--- src/verilog/frame_shape_consts.vh ---
// offsets, field positions and reset values for the frame-shape and status slice
// assumes inclusion by bare name from the design files
`ifndef FRAME_SHAPE_CONSTS_VH
`define FRAME_SHAPE_CONSTS_VH

`define ADDR_W 8
`define OFS_FRAME_SHAPE_BANK0 8'h60
`define OFS_FRAME_SHAPE_BANK1 8'h70
`define OFS_EVENT_STATUS_ONE 8'hc0

`define ROW_MSB 7
`define ROW_LSB 3
`define COL_MSB 2
`define COL_LSB 0
`define STAT_SUMMARY_BIT 7
`define STAT_COMBINED_BIT 0

`define FRAME_SHAPE_RESET 8'h00
`define COL_CODE_RESET 3'h0
`define ROW_CODE_RESET 5'h00
`define STATUS_RESET 8'h00
`define FRAME_CNT_W 13

`endif

--- src/verilog/frame_shape_status.v ---
// banked frame-shape control and first general event status register
// assumes a decoded register port on clock; bus clock arrives as an asynchronous pin
//
// How it works
// - frame-shape writes take effect only at the end of the frame in progress
// - column code 000 means 2 columns (reset), 001 means 4, 111 means 16
// - sync search completion loads detected row and column codes, overwriting
// - writing the inactive bank copy switches banks at frame end, even unchanged
// - status bit 7 is read-only, high while any unmasked second-status condition exists
// - summary bit reads 0 with nothing unmasked, its reset value, else 1
// - status bit 0 latches the combined interrupt; write 1 clears, 0 ignored
// - combined flag resets to 0 and reads 1 once the interrupt was asserted
`timescale 1ns/100ps
`include "frame_shape_consts.vh"
module frame_shape_status #(
    parameter FRAME_CNT_W = `FRAME_CNT_W
) (
    // clock and reset
    input wire clock,
    input wire rst,
    // bus clock pin, sampled here to count bits of the frame
    input wire bus_clk_pin,
    // decoded register access
    input wire reg_wr,
    input wire reg_rd,
    input wire [7:0] reg_addr,
    input wire [7:0] reg_wdata,
    output reg [7:0] reg_rdata,
    output reg reg_rvalid,
    // frame synchronisation search result
    input wire sync_done,
    input wire [4:0] detected_rows,
    input wire [2:0] detected_cols,
    // event sources
    input wire second_status_pending,
    input wire combined_irq,
    // frame geometry in use
    output reg active_bank,
    output reg [4:0] row_code,
    output reg [2:0] col_code,
    output reg frame_end
);
    wire bus_clk_rise;

    reg [7:0] bank0_reg;
    reg [7:0] bank0_next;
    reg [7:0] bank1_reg;
    reg [7:0] bank1_next;
    reg active_bank_next;
    reg pending_reg;
    reg pending_next;
    reg target_bank_reg;
    reg target_bank_next;
    reg [4:0] row_code_next;
    reg [2:0] col_code_next;
    reg [FRAME_CNT_W-1:0] bit_cnt_reg;
    reg [FRAME_CNT_W-1:0] bit_cnt_next;
    reg frame_end_next;
    reg combined_flag_reg;
    reg combined_flag_next;
    reg [7:0] rdata_next;
    reg [13:0] frame_len;
    reg [FRAME_CNT_W-1:0] frame_last;
    reg [7:0] target_value;

    edge_sync bus_clk_sync (
        .clock(clock),
        .rst(rst),
        .pin(bus_clk_pin),
        .level(),
        .rise(bus_clk_rise)
    );

    // rows per frame from the row code; the reserved codes fall back to 48 rows
    function [8:0] rows_of;
        input [4:0] code;
        begin
            case (code)
                5'h00: rows_of = 9'd48;
                5'h01: rows_of = 9'd50;
                5'h02: rows_of = 9'd60;
                5'h03: rows_of = 9'd64;
                5'h04: rows_of = 9'd75;
                5'h05: rows_of = 9'd80;
                5'h06: rows_of = 9'd125;
                5'h07: rows_of = 9'd147;
                5'h08: rows_of = 9'd96;
                5'h09: rows_of = 9'd100;
                5'h0a: rows_of = 9'd120;
                5'h0b: rows_of = 9'd128;
                5'h0c: rows_of = 9'd150;
                5'h0d: rows_of = 9'd160;
                5'h0e: rows_of = 9'd250;
                5'h10: rows_of = 9'd192;
                5'h11: rows_of = 9'd200;
                5'h12: rows_of = 9'd240;
                5'h13: rows_of = 9'd256;
                5'h14: rows_of = 9'd72;
                5'h15: rows_of = 9'd144;
                5'h16: rows_of = 9'd90;
                5'h17: rows_of = 9'd180;
                default: rows_of = 9'd48;
            endcase
        end
    endfunction

    // columns per frame: two per step of the code
    function [4:0] cols_of;
        input [2:0] code;
        begin
            cols_of = {1'b0, code, 1'b0} + 5'd2;
        end
    endfunction

    always @* begin
        // largest frame is 256 x 16 bits, which fits the counter width
        frame_len = rows_of(row_code) * cols_of(col_code);
        frame_last = frame_len[FRAME_CNT_W-1:0] - 1'b1;
    end

    // bit counter on sampled bus clock edges marks the last bit of each frame
    always @* begin
        bit_cnt_next = bit_cnt_reg;
        frame_end_next = 1'b0;
        if (sync_done) begin
            bit_cnt_next = {FRAME_CNT_W{1'b0}};
        end else if (bus_clk_rise) begin
            if (bit_cnt_reg >= frame_last) begin
                bit_cnt_next = {FRAME_CNT_W{1'b0}};
                frame_end_next = 1'b1;
            end else begin
                bit_cnt_next = bit_cnt_reg + 1'b1;
            end
        end
    end

    wire wr_bank0 = reg_wr && (reg_addr == `OFS_FRAME_SHAPE_BANK0);
    wire wr_bank1 = reg_wr && (reg_addr == `OFS_FRAME_SHAPE_BANK1);
    wire wr_status = reg_wr && (reg_addr == `OFS_EVENT_STATUS_ONE);

    // bank copies, pending switch and geometry in use
    always @* begin
        bank0_next = bank0_reg;
        bank1_next = bank1_reg;
        pending_next = pending_reg;
        target_bank_next = target_bank_reg;
        active_bank_next = active_bank;
        row_code_next = row_code;
        col_code_next = col_code;
        target_value = target_bank_reg ? bank1_reg : bank0_reg;
        if (frame_end_next && pending_reg) begin
            active_bank_next = target_bank_reg;
            row_code_next = target_value[`ROW_MSB:`ROW_LSB];
            col_code_next = target_value[`COL_MSB:`COL_LSB];
            pending_next = 1'b0;
        end
        if (wr_bank0) begin
            bank0_next = reg_wdata;
            pending_next = 1'b1;
            target_bank_next = 1'b0;
        end
        if (wr_bank1) begin
            bank1_next = reg_wdata;
            pending_next = 1'b1;
            target_bank_next = 1'b1;
        end
        // detected size overrides both the geometry and the active copy
        if (sync_done) begin
            row_code_next = detected_rows;
            col_code_next = detected_cols;
            pending_next = 1'b0;
            if (active_bank) begin
                bank1_next = {detected_rows, detected_cols};
            end else begin
                bank0_next = {detected_rows, detected_cols};
            end
        end
    end

    // sticky combined flag: a new assertion beats a same-cycle clear
    always @* begin
        combined_flag_next = combined_flag_reg;
        if (wr_status && reg_wdata[`STAT_COMBINED_BIT]) begin
            combined_flag_next = 1'b0;
        end
        if (combined_irq) begin
            combined_flag_next = 1'b1;
        end
    end

    // frame-shape copies are write-only and read as zero
    always @* begin
        rdata_next = 8'h00;
        if (reg_addr == `OFS_EVENT_STATUS_ONE) begin
            rdata_next[`STAT_SUMMARY_BIT] = second_status_pending;
            rdata_next[`STAT_COMBINED_BIT] = combined_flag_reg;
            // bits 6..1 left at zero
        end
    end

    always @(posedge clock) begin
        if (rst) begin
            bank0_reg <= `FRAME_SHAPE_RESET;
            bank1_reg <= `FRAME_SHAPE_RESET;
            pending_reg <= 1'b0;
            target_bank_reg <= 1'b0;
            active_bank <= 1'b0;
            row_code <= `ROW_CODE_RESET;
            col_code <= `COL_CODE_RESET;
            bit_cnt_reg <= {FRAME_CNT_W{1'b0}};
            frame_end <= 1'b0;
            combined_flag_reg <= 1'b0;
            reg_rdata <= `STATUS_RESET;
            reg_rvalid <= 1'b0;
        end else begin
            bank0_reg <= bank0_next;
            bank1_reg <= bank1_next;
            pending_reg <= pending_next;
            target_bank_reg <= target_bank_next;
            active_bank <= active_bank_next;
            row_code <= row_code_next;
            col_code <= col_code_next;
            bit_cnt_reg <= bit_cnt_next;
            frame_end <= frame_end_next;
            combined_flag_reg <= combined_flag_next;
            reg_rvalid <= reg_rd;
            if (reg_rd) begin
                reg_rdata <= rdata_next;
            end
        end
    end
endmodule // frame_shape_status

--- src/verilog/edge_sync.v ---
// two-stage synchroniser for one pin with a rising-edge pulse behind it
// assumes the pin is asynchronous to clock; edge detect reads stages two and three only
`timescale 1ns/100ps
module edge_sync (
    // clock and reset
    input wire clock,
    input wire rst,
    // pin in, synchronised level and edge out
    input wire pin,
    output wire level,
    output wire rise
);
    reg stage1_reg;
    reg stage2_reg;
    reg stage3_reg;

    always @(posedge clock) begin
        if (rst) begin
            stage1_reg <= 1'b0;
            stage2_reg <= 1'b0;
            stage3_reg <= 1'b0;
        end else begin
            stage1_reg <= pin;
            stage2_reg <= stage1_reg;
            stage3_reg <= stage2_reg;
        end
    end

    assign level = stage2_reg;
    assign rise = stage2_reg & ~stage3_reg;
endmodule // edge_sync

--- config.mk ---
export PLATFORM = sky130hd
export DESIGN_NAME = frame_shape_status
export DESIGN_NICKNAME = d
export VERILOG_FILES = /design/src/verilog/frame_shape_status.v /design/src/verilog/edge_sync.v
export VERILOG_INCLUDE_DIRS = /design/src /design/src/verilog
export SDC_FILE = /design/constraint.sdc
export NUM_CORES = 1
export LEC_CHECK = 0
export BUFFER_PORTS_ARGS = -buffer_cell sky130_fd_sc_hd__buf_4
export CAP_MARGIN = 5
export CORE_UTILIZATION = 60
export DETAILED_ROUTE_END_ITERATION = 10
export GPL_ROUTABILITY_DRIVEN = 0
export PLACE_DENSITY = 0.82
export SYNTH_ARGS = -nofsm -noshare
export SYNTH_HDL_FRONTEND = slang
export SYNTH_SLANG_ARGS = --single-unit
--- constraint.sdc ---
create_clock -name clock -period 9.1 [get_ports clock]
set_clock_uncertainty 0.1 [all_clocks]
set_input_delay 1.82 -clock clock [delete_from_list [all_inputs] [get_ports clock]]
set_output_delay 1.82 -clock clock [all_outputs]
set_load 0.02 [all_outputs]
* Word level (Yosys, flattened, before mapping)
Memory sizes are Yosys's and may differ from the RTL's. A register that Yosys moved wholly into a read port is not among the register bits.
Cells that the tools add are included.
Widths: inputs -> output; s select.
** Word-level totals
- Flip-flop bits (word level) :: 48
- Bits in read-only memories :: 288
- Bits of input ports :: 32
- Memories kept :: 1
** Memories
- (name not given) :: depth 32, bits a word 9, rd ports 1, clocked after Yosys merged registers in 1, wr ports 0, line frame_shape_status.v:78 : case (code)
** Operators by class
- Add/sub/neg operators :: 3
- Multiply operators :: 1
- Order comparisons :: 1
- Equal/unequal tests :: 3
- Multiplexer cells :: 26
- Bitwise gates (word level) :: 2
- Reduce and logical (&&, ||, !) cells :: 10
** Operators with widths (count)
- $mux 8 :: 7
- $mux 5 :: 4
- $eq 8x7->1 const B :: 2
- $add 13x1->13 const B :: 1
- $ge 13x13->1 :: 1
- $mul 9x5->13 :: 1
- $mux 13 :: 1
- $sub 13x1->13 const B :: 1
- $mux 1 :: 12
- $eq 8x8->1 const B :: 1
- $mux 3 :: 2
- $reduce_bool 2->1 :: 3
- $add 4x2->5 const B :: 1
- $logic_and 1x1->1 :: 5
- $reduce_bool 3->1 :: 1
- $reduce_or 2->1 :: 1
- $and 1x1->1 :: 1
- $not 1->1 :: 1

* Longest topological paths before layout
Gate-level depths: netlist of the first run.
- Depth in word-level cells :: 12
- Gate-level depth with buffers :: 30
- Depth with buffers taken out :: 30

* Modules after synthesis
From an unflattened synthesis of the first run, not the netlist that was laid out.
** Second synthesis, totals
- Cell total of the unflattened synthesis :: 519
- Area, all modules :: 4439.3 µm²
** By module, submodules not included
- frame_shape_status :: instances 1, cells an instance 512, area an instance 4351.7 µm², seq. area each 1081.0 µm²
- edge_sync :: instances 1, cells an instance 7, area an instance 87.6 µm², seq. area each 60.1 µm²

* Worst setup path after synthesis of the first run
No wires, ideal clock.
- Kind :: register -> register
- Start :: register col_code[1]
- End :: register with a tool-made name
- Library setup time :: 0.114 ns
- Data arrival time :: 6.230 ns
- Required time :: 8.886 ns
- Setup slack :: 2.656 ns
- Stages on the path, launching flop included :: 31
- Path buffers :: 0
- Period minus slack after synthesis :: 6.444 ns
- Cells stage by stage :: dfxtp_1 -> ha_1 -> xor2_1 -> nand2_1 -> ha_1 -> inv_1 -> fa_1 -> inv_1 -> fa_1 -> inv_1 -> ha_1 -> nor2b_1 -> o21ai_0 -> a21oi_1 -> o21ai_0 -> nand2b_1 -> a21o_1 -> a21oi_1 -> xor2_1 -> ha_1 -> nand4_2 -> a2111oi_4 -> and3_4 -> nor2_4 -> a221oi_4 -> nor2_1 -> ha_1 -> inv_1 -> nand2_1 -> nor3b_2 -> a21o_1
** RTL lines
- start, declared :: line frame_shape_status.v:40 : output reg [2:0] col_code,
- start signal, assigned :: line frame_shape_status.v:209 : col_code <= `COL_CODE_RESET;
- start signal, assigned :: line frame_shape_status.v:222 : col_code <= col_code_next;

==> results of run 1 <==
final cells by class:
| type | instances | share of cell area, % |
|---|---|---|
| clock buffers | 13 | 3.536 |
| clock inverters | 2 | 0.6924 |
| inverters | 62 | 4.599 |
| multi-input cells | 391 | 59.64 |
| flip-flops and latches | 57 | 22.55 |
| well taps | 99 | 2.448 |
| repair buffers | 44 | 6.528 |
cells in the final DEF, fill, tap and decap left out, drive strengths merged, types with 5 or more instances in the layout:
cell type	instances
inv	62
nor2	60
dfxtp	57
ha	46
nand2	45
buf	44
mux2i	26
a21oi	22
a211oi	22
nor2b	17
fa	16
nand3	16
xnor2	15
o21ai	14
clkbuf	13
and2	13
nor3	9
xor2	8
nand2b	6
conb	6
nand4	5
power breakdown:
part | switching [W] | internal, W
clock network | 0.0000967 | 0.000154
registers | 0.00000789 | 0.000259
logic | 0.000160 | 0.000123
total | 0.000264 | 0.000536
layer usage:
metal,wire length [um],vias to the layer above,global-route usage (%)
met4,143,0,8.651
met3,401,19,5.224
met1,4250,1797,31.05
met5,0,-,0
met2,4813,96,48.25
li1,-,1858,-
Yosys cell counts, types with 2 or more instances:
master / instances
sky130_fd_sc_hd__o21ai_1: 5
sky130_fd_sc_hd__and3_1: 3
sky130_fd_sc_hd__nand3_1: 14
sky130_fd_sc_hd__nor2b_1: 17
sky130_fd_sc_hd__clkbuf_1: 9
sky130_fd_sc_hd__a211oi_1: 22
sky130_fd_sc_hd__a221oi_4: 3
sky130_fd_sc_hd__nand4b_1: 3
sky130_fd_sc_hd__xor2_1: 8
sky130_fd_sc_hd__nand3_2: 2
sky130_fd_sc_hd__nor4_2: 2
sky130_fd_sc_hd__buf_4: 6
sky130_fd_sc_hd__nand2_1: 43
sky130_fd_sc_hd__inv_1: 59
sky130_fd_sc_hd__mux2i_1: 26
sky130_fd_sc_hd__nor4_1: 2
sky130_fd_sc_hd__buf_1: 5
sky130_fd_sc_hd__ha_1: 46
sky130_fd_sc_hd__a21oi_1: 22
sky130_fd_sc_hd__nand4_1: 4
sky130_fd_sc_hd__a21o_1: 4
sky130_fd_sc_hd__o21ai_0: 9
sky130_fd_sc_hd__nor2_1: 59
sky130_fd_sc_hd__dfxtp_1: 57
sky130_fd_sc_hd__xnor2_1: 15
sky130_fd_sc_hd__fa_1: 16
sky130_fd_sc_hd__nand2b_1: 6
sky130_fd_sc_hd__or3_1: 2
sky130_fd_sc_hd__a221o_1: 2
sky130_fd_sc_hd__inv_2: 3
sky130_fd_sc_hd__and2_1: 12
sky130_fd_sc_hd__nor3_1: 8
sky130_fd_sc_hd__buf_2: 2
per-stage QoR:
step / utilization, % / total power [W] / area (um^2) / setup slack, ns / cells
6_report: 69.76 / 0.0007999 / 5060 / 1.719 / 668
5_1_grt: 69.76 / 0.0008532 / 5060 / 1.211 / 668
4_1_cts: 69.76 / 0.0008049 / 5060 / 1.792 / 668
3_5_place_dp: 66.81 / 0.0005537 / 4846 / 1.821 / 653
3_3_place_gp: 66.81 / 0.0005446 / 4846 / 2.129 / 653
2_1_floorplan: - / 0.0004933 / 4511 / 2.656 / 533
worst max-delay path: cells and delay by family (launching register included):
kind / cells / cell delay (ns)
adder cells (fa/ha/maj): 7 / 2.48
AO/OA/AOI/OAI: 8 / 1.90
AND/OR/NAND/NOR: 9 / 1.31
XOR/XNOR: 2 / 0.64
flip-flops: 1 / 0.58
buffers and inverters: 4 / 0.26
path summary, 6_finish.rpt:
| path | endpoint | cells past startpoint |
|---|---|---|
| setup reg to reg | register | 30 |
| hold / removal | bus_clk_sync.level$_SDFF_PP0_ | 1 |
| setup / recovery | register | 30 |
| hold reg to reg | bus_clk_sync.level$_SDFF_PP0_ | 1 |
kinds of logic after synthesis:
family	synth area share (%)
xor gates and xnor gates	4.485
adders and majority gates	19.94
DFF	25.40
muxes	5.794
and+or+nand+nor	22.28
buffers and inverters	7.827
other	0.08349
AOI/OAI and AO/OA	14.18
==> flow_summary.yaml, run 1 <==
yosys:
  synth_area_leader_cell: "sky130_fd_sc_hd__dfxtp_1"
  postSynth.topFlopCell: "sky130_fd_sc_hd__dfxtp_1"
  synth-seq-cells: 57
  synth.top_cells.by_area: "sky130_fd_sc_hd__dfxtp_1, sky130_fd_sc_hd__ha_1, sky130_fd_sc_hd__fa_1"
  netlist_instances: 528
  netlist.area_leader.share_pct: 25.40
  post_synth_instance_area_um2: 4492
  synth_warnings: 0
  synth.distinct_cells: 65
  count_of_flip_flops_with_a_built_in_enable_after_synthesis: 0
  synth_seq_area_share_pct: 25.40
  postSynth.asyncResetShare_pct: 0
  syn-mean-instance-area_um2: 8.507
sta:
  setup_tns_ns: 0
  timing.fmax_mhz: 135.5
  timing.hold.ws_ns: 0.3521
  slew_headroom_pct: 39.70
  layout_min_cycle_time_ns: 7.381
  finalMaxSlewViolations: 0
  final-hold-violation-count: 0
  setup_viol_count_final: 0
  timing_worst_slew_pin_value_ns: 0.9011
  unrepaired_setup_endpoints_after_global_routing: "no"
  layout_worst_path_cycle_share_pct: 81.11
die:
  die_height_um: 88.53
  io_pins: 51
  design.core.area_um2: 7253
  die_width_um: 88.53
  floorplan.die_area_um2: 7837
  floorplan.rows: 31
  floorplan.initialDensity_pct: 61.93
cts:
  cts_buf_count: 9
  clk_path_buf_depth: 2
  cts_sink_cnt: 57
  clk-insertion-delay-late_ns: 0.34
  cts_root_buf: "sky130_fd_sc_hd__clkbuf_8"
  cts-hold-fix-buffers: 0
  cts_resized: 0
  cts-htree-levels: 3
  cts_setup_buffers: 0
  clock_slew_seen_by_the_registers_of_the_worst_setup_and_hold_paths_ns: 0.07
  cts_tree: "yes"
routing:
  route.final.wire_length_um: 9608
  detail_route.first_pass.iterations: 5
  drc: 0
  via_count: 3770
  avgViaCountPerCell: 5.644
  antenna_violating_nets_post_route: 0
  drtIter0Drc: 169
  drt-wirelength-per-cell_um: 14.38
setup_path:
  crit_path_max_fanout: 13
  timing.critical_path.to_type: "register"
  cp_data_arrival_time_ns: 7.53
  reg2reg_setup_slack_ns: 1.72
  reg2reg_from: "col_code[0]$_SDFFE_PP0N_"
  worst-endpoint-required_ns: 9.25
  critical_path.startpoint: "col_code[0]$_SDFFE_PP0N_"
  crit_top_cell: "sky130_fd_sc_hd__ha_1"
  criticalPathCategory: "register to register"
  crit_path_top_delay_cell: "sky130_fd_sc_hd__dfxtp_1"
  crit_path_max_incr_delay_ns: 0.58
  crit_path_launch_type: "register"
finish:
  diodes: 0
  sequential_cell_area_um2: 1141
  multi_input_comb_area_um2: 3018
  final_layout_size_suffix_gt1_share_pct: 14.59
  finalNetCount: 659
  nFillCells: 581
  syn2layout_area_growth_pct: 12.65
job:
  cap_violations: 0
min_path:
  min-delay-start: "bus_clk_sync.stage1_reg$_SDFF_PP0_"
  min-delay-path-class: "register to register"
pwr:
  total_leakage_power_nw: 2.284
  power.ir.vdd_worst_uv: 90.53
  cellPowerDensity_nw_per_um2: 158.1
global_route:
  grt_max_degree: 47
  initial_antenna_violation_count: 0
  gr-total-overflow: 0
  first_global_vias: 3620
  grt_pass1_wl_um: 16050
  global_route_usage_over_all_layers_pct: 26.48
placed_design:
  port_buffer_count: 44
  dpl.hpwl_um: 7304
status:
  outcome: "completed"
Note: power is estimated with default switching activity, not from simulation.
==> run 2, diff against run 1 <==
- CORE_UTILIZATION: 60 -> 54
- PLACE_DENSITY: 0.82 -> 0.77
- clock period: 9.1 -> 6.75 ns (I/O delays scaled with it)
==> run 2 against run 1 <==
Against the previous run:
- sequential share of layout area decreased by 0.25 points
- highest routed layer unchanged
- first-iteration DRC count increased by 8.9%
- count of clock-buffer cells in the layout decreased by 1
- maximum frequency increased by 16%
- via count increased by 0.40%
- critical path type unchanged
- sequential cell count unchanged
- setup slack got worse by 1.3 ns
==> flow_summary.yaml, run 2 (synthesis results as in run 1) <==
status:
  outcome: "completed"
die:
  design.core.area_um2: 7888
  floorplan.rows: 32
  floorplan.die_area_um2: 8687
  die_width_um: 93.21
  floorplan.initialDensity_pct: 56.95
  io_pins: 51
  die_height_um: 93.21
global_route:
  grt_max_degree: 47
  gr-total-overflow: 0
  first_global_vias: 3793
  grt.met3_usage_pct: 4.553
  globalRoute.busiestLayer: "met2"
  global_route_usage_over_all_layers_pct: 24.10
  grt_pass1_wl_um: 16690
  initial_antenna_violation_count: 0
  globalRouteMet2Util_pct: 43.57
  met1_usage_pct: 28.22
pwr:
  sequentialPowerShare_pct: 33.5
  cellPowerDensity_nw_per_um2: 209.1
  p_clk_share_pct: 30.0
  switchingPower_w: 0.0003634
  p_int_w: 0.0007061
  power.ir.vdd_worst_uv: 121.0
  p_sw_share_pct: 33.98
  design_power_total_w: 0.001070
  total_leakage_power_nw: 2.304
  p_comb_share_pct: 36.5
finish:
  finalNetCount: 666
  diodes: 0
  syn2layout_area_growth_pct: 13.90
  layout.cells.most_common_list: "sky130_fd_sc_hd__inv_1, sky130_fd_sc_hd__nor2_1, sky130_fd_sc_hd__dfxtp_1"
  final_layout_size_suffix_gt1_share_pct: 16.32
  final_common_cell: "sky130_fd_sc_hd__inv_1"
  nFillCells: 684
  fin_cells: 678
routing:
  drc: 0
  detail_route.first_pass.iterations: 4
  avgViaCountPerCell: 5.583
  route.final.wire_length_um: 9797
  drt-wirelength-per-cell_um: 14.45
  drtIter0Drc: 184
  via_count: 3785
  antenna_violating_nets_post_route: 0
setup_path:
  crit_path_launch_type: "register"
  critical_path.n_buffers_inverters: 4
  critical_path.startpoint: "col_code[1]$_SDFFE_PP0N_"
  timing.critical_path.to_type: "register"
  reg2reg_from: "col_code[1]$_SDFFE_PP0N_"
  cp_data_arrival_time_ns: 6.46
  crit_family: "adder cells"
  worst-endpoint-required_ns: 6.85
  criticalPathCategory: "register to register"
  crit_path_max_fanout: 9
  crit_path_max_incr_delay_ns: 0.61
  worst_r2r_path_depth: 28
  reg2reg_setup_slack_ns: 0.39
  crit_top_cell: "sky130_fd_sc_hd__ha_1"
  crit_path_top_delay_cell: "sky130_fd_sc_hd__fa_1"
  worstSetupPathDepth: 28
min_path:
  min-delay-start: "bus_clk_sync.stage1_reg$_SDFF_PP0_"
  hold_depth: 1
  min-delay-path-class: "register to register"
cts:
  clk-insertion-delay-late_ns: 0.34
  clock_slew_seen_by_the_registers_of_the_worst_setup_and_hold_paths_ns: 0.06
  cts-htree-levels: 3
  cts_tree: "yes"
  cts-hold-fix-buffers: 0
  cts_root_buf: "sky130_fd_sc_hd__clkbuf_8"
  cts_sink_cnt: 57
  cts_buf_count: 9
  clk_path_buf_depth: 2
sta:
  finalMaxSlewViolations: 0
  setup_tns_ns: 0
  timing.hold.ws_ns: 0.3486
  finalWorstSetupSlack_ns: 0.3906
  layout_min_cycle_time_ns: 6.359
  layout_worst_path_cycle_share_pct: 94.21
  timing.fmax_mhz: 157.2
  slew_headroom_pct: 38.70
  final-hold-violation-count: 0
  timing_worst_slew_pin_value_ns: 0.9161
  setup_viol_count_final: 0
placed_design:
  dpl.hpwl_um: 7473
  pre_cts_ws_ns: 0.1816
  port_buffer_count: 44
  placed_cells: 661
job:
  cap_violations: 0
[run 2: changes by cell type in the layout (fill, tap and decap cells not counted), moves of 2 or more]
| cell | change |
|---|---|
| sky130_fd_sc_hd__buf_4 | +7 |
| sky130_fd_sc_hd__o21ai_1 | +3 |
| sky130_fd_sc_hd__ha_1 | -2 |
| sky130_fd_sc_hd__ha_2 | +2 |
| sky130_fd_sc_hd__clkbuf_8 | -2 |
| sky130_fd_sc_hd__o21ai_0 | -3 |
[run 2: worst register-to-register path: cells and delay by family (launching register included)]
family / cells / cell delay (ns)
simple gates: 7 / 1.04
flops: 1 / 0.37
fa+ha+maj: 7 / 2.54
xor+xnor: 1 / 0.13
buf+inv: 4 / 0.44
compound gates: 9 / 1.60
[run 2: cell type report]
cell class	instances	area, um^2	area share [%]
timing repair buffer	51	382.9	7.483
tap	102	127.6	2.494
sequential	57	1141	22.30
clock buffer	12	155.1	3.033
multi-input combinational	391	3037	59.35
clock inverter	3	40.04	0.7826
inverter	62	232.7	4.549
[run 2: worst min path at each step]
stage	end	slack (ns)
final	bus_clk_sync.level$_SDFF_PP0_	0.35
after global routing	bus_clk_sync.level$_SDFF_PP0_	0.36
after CTS	bus_clk_sync.level$_SDFF_PP0_	0.35
after detailed placement	bus_clk_sync.level$_SDFF_PP0_	0.33
after global placement	bus_clk_sync.level$_SDFF_PP0_	0.33
after floorplan	bus_clk_sync.level$_SDFF_PP0_	0.31
[run 2: through the flow]
stage	instance area [um^2]	util, %
final	5116	64.86
after detailed placement	4887	61.96
after floorplan	4511	-
after global placement	4887	61.96
after CTS	5082	64.44
after global routing	5116	64.86
[run 2: layer usage]
layer / part of all wire [%] / routed length, um
met5: 0 / 0
met4: 1.9 / 182
met2: 49 / 4838
met1: 45 / 4380
met3: 4.0 / 396
[run 2: power groups by stage]
stage	sequential [W]	combinational (W)	clock [W]
CTS	0.000358	0.000391	0.000324
global route	0.000360	0.000445	0.000339
floorplan	0.000366	0.000299	0
finish	0.000358	0.000390	0.000321
global placement	0.000365	0.000370	0
detailed placement	0.000366	0.000386	0
[run 2: what timing repair did]
item	in CTS	in global routing
setup endpoints to repair	0	9
hold endpoints to repair	0	0
resized for setup	0	8
setup buffers	0	2
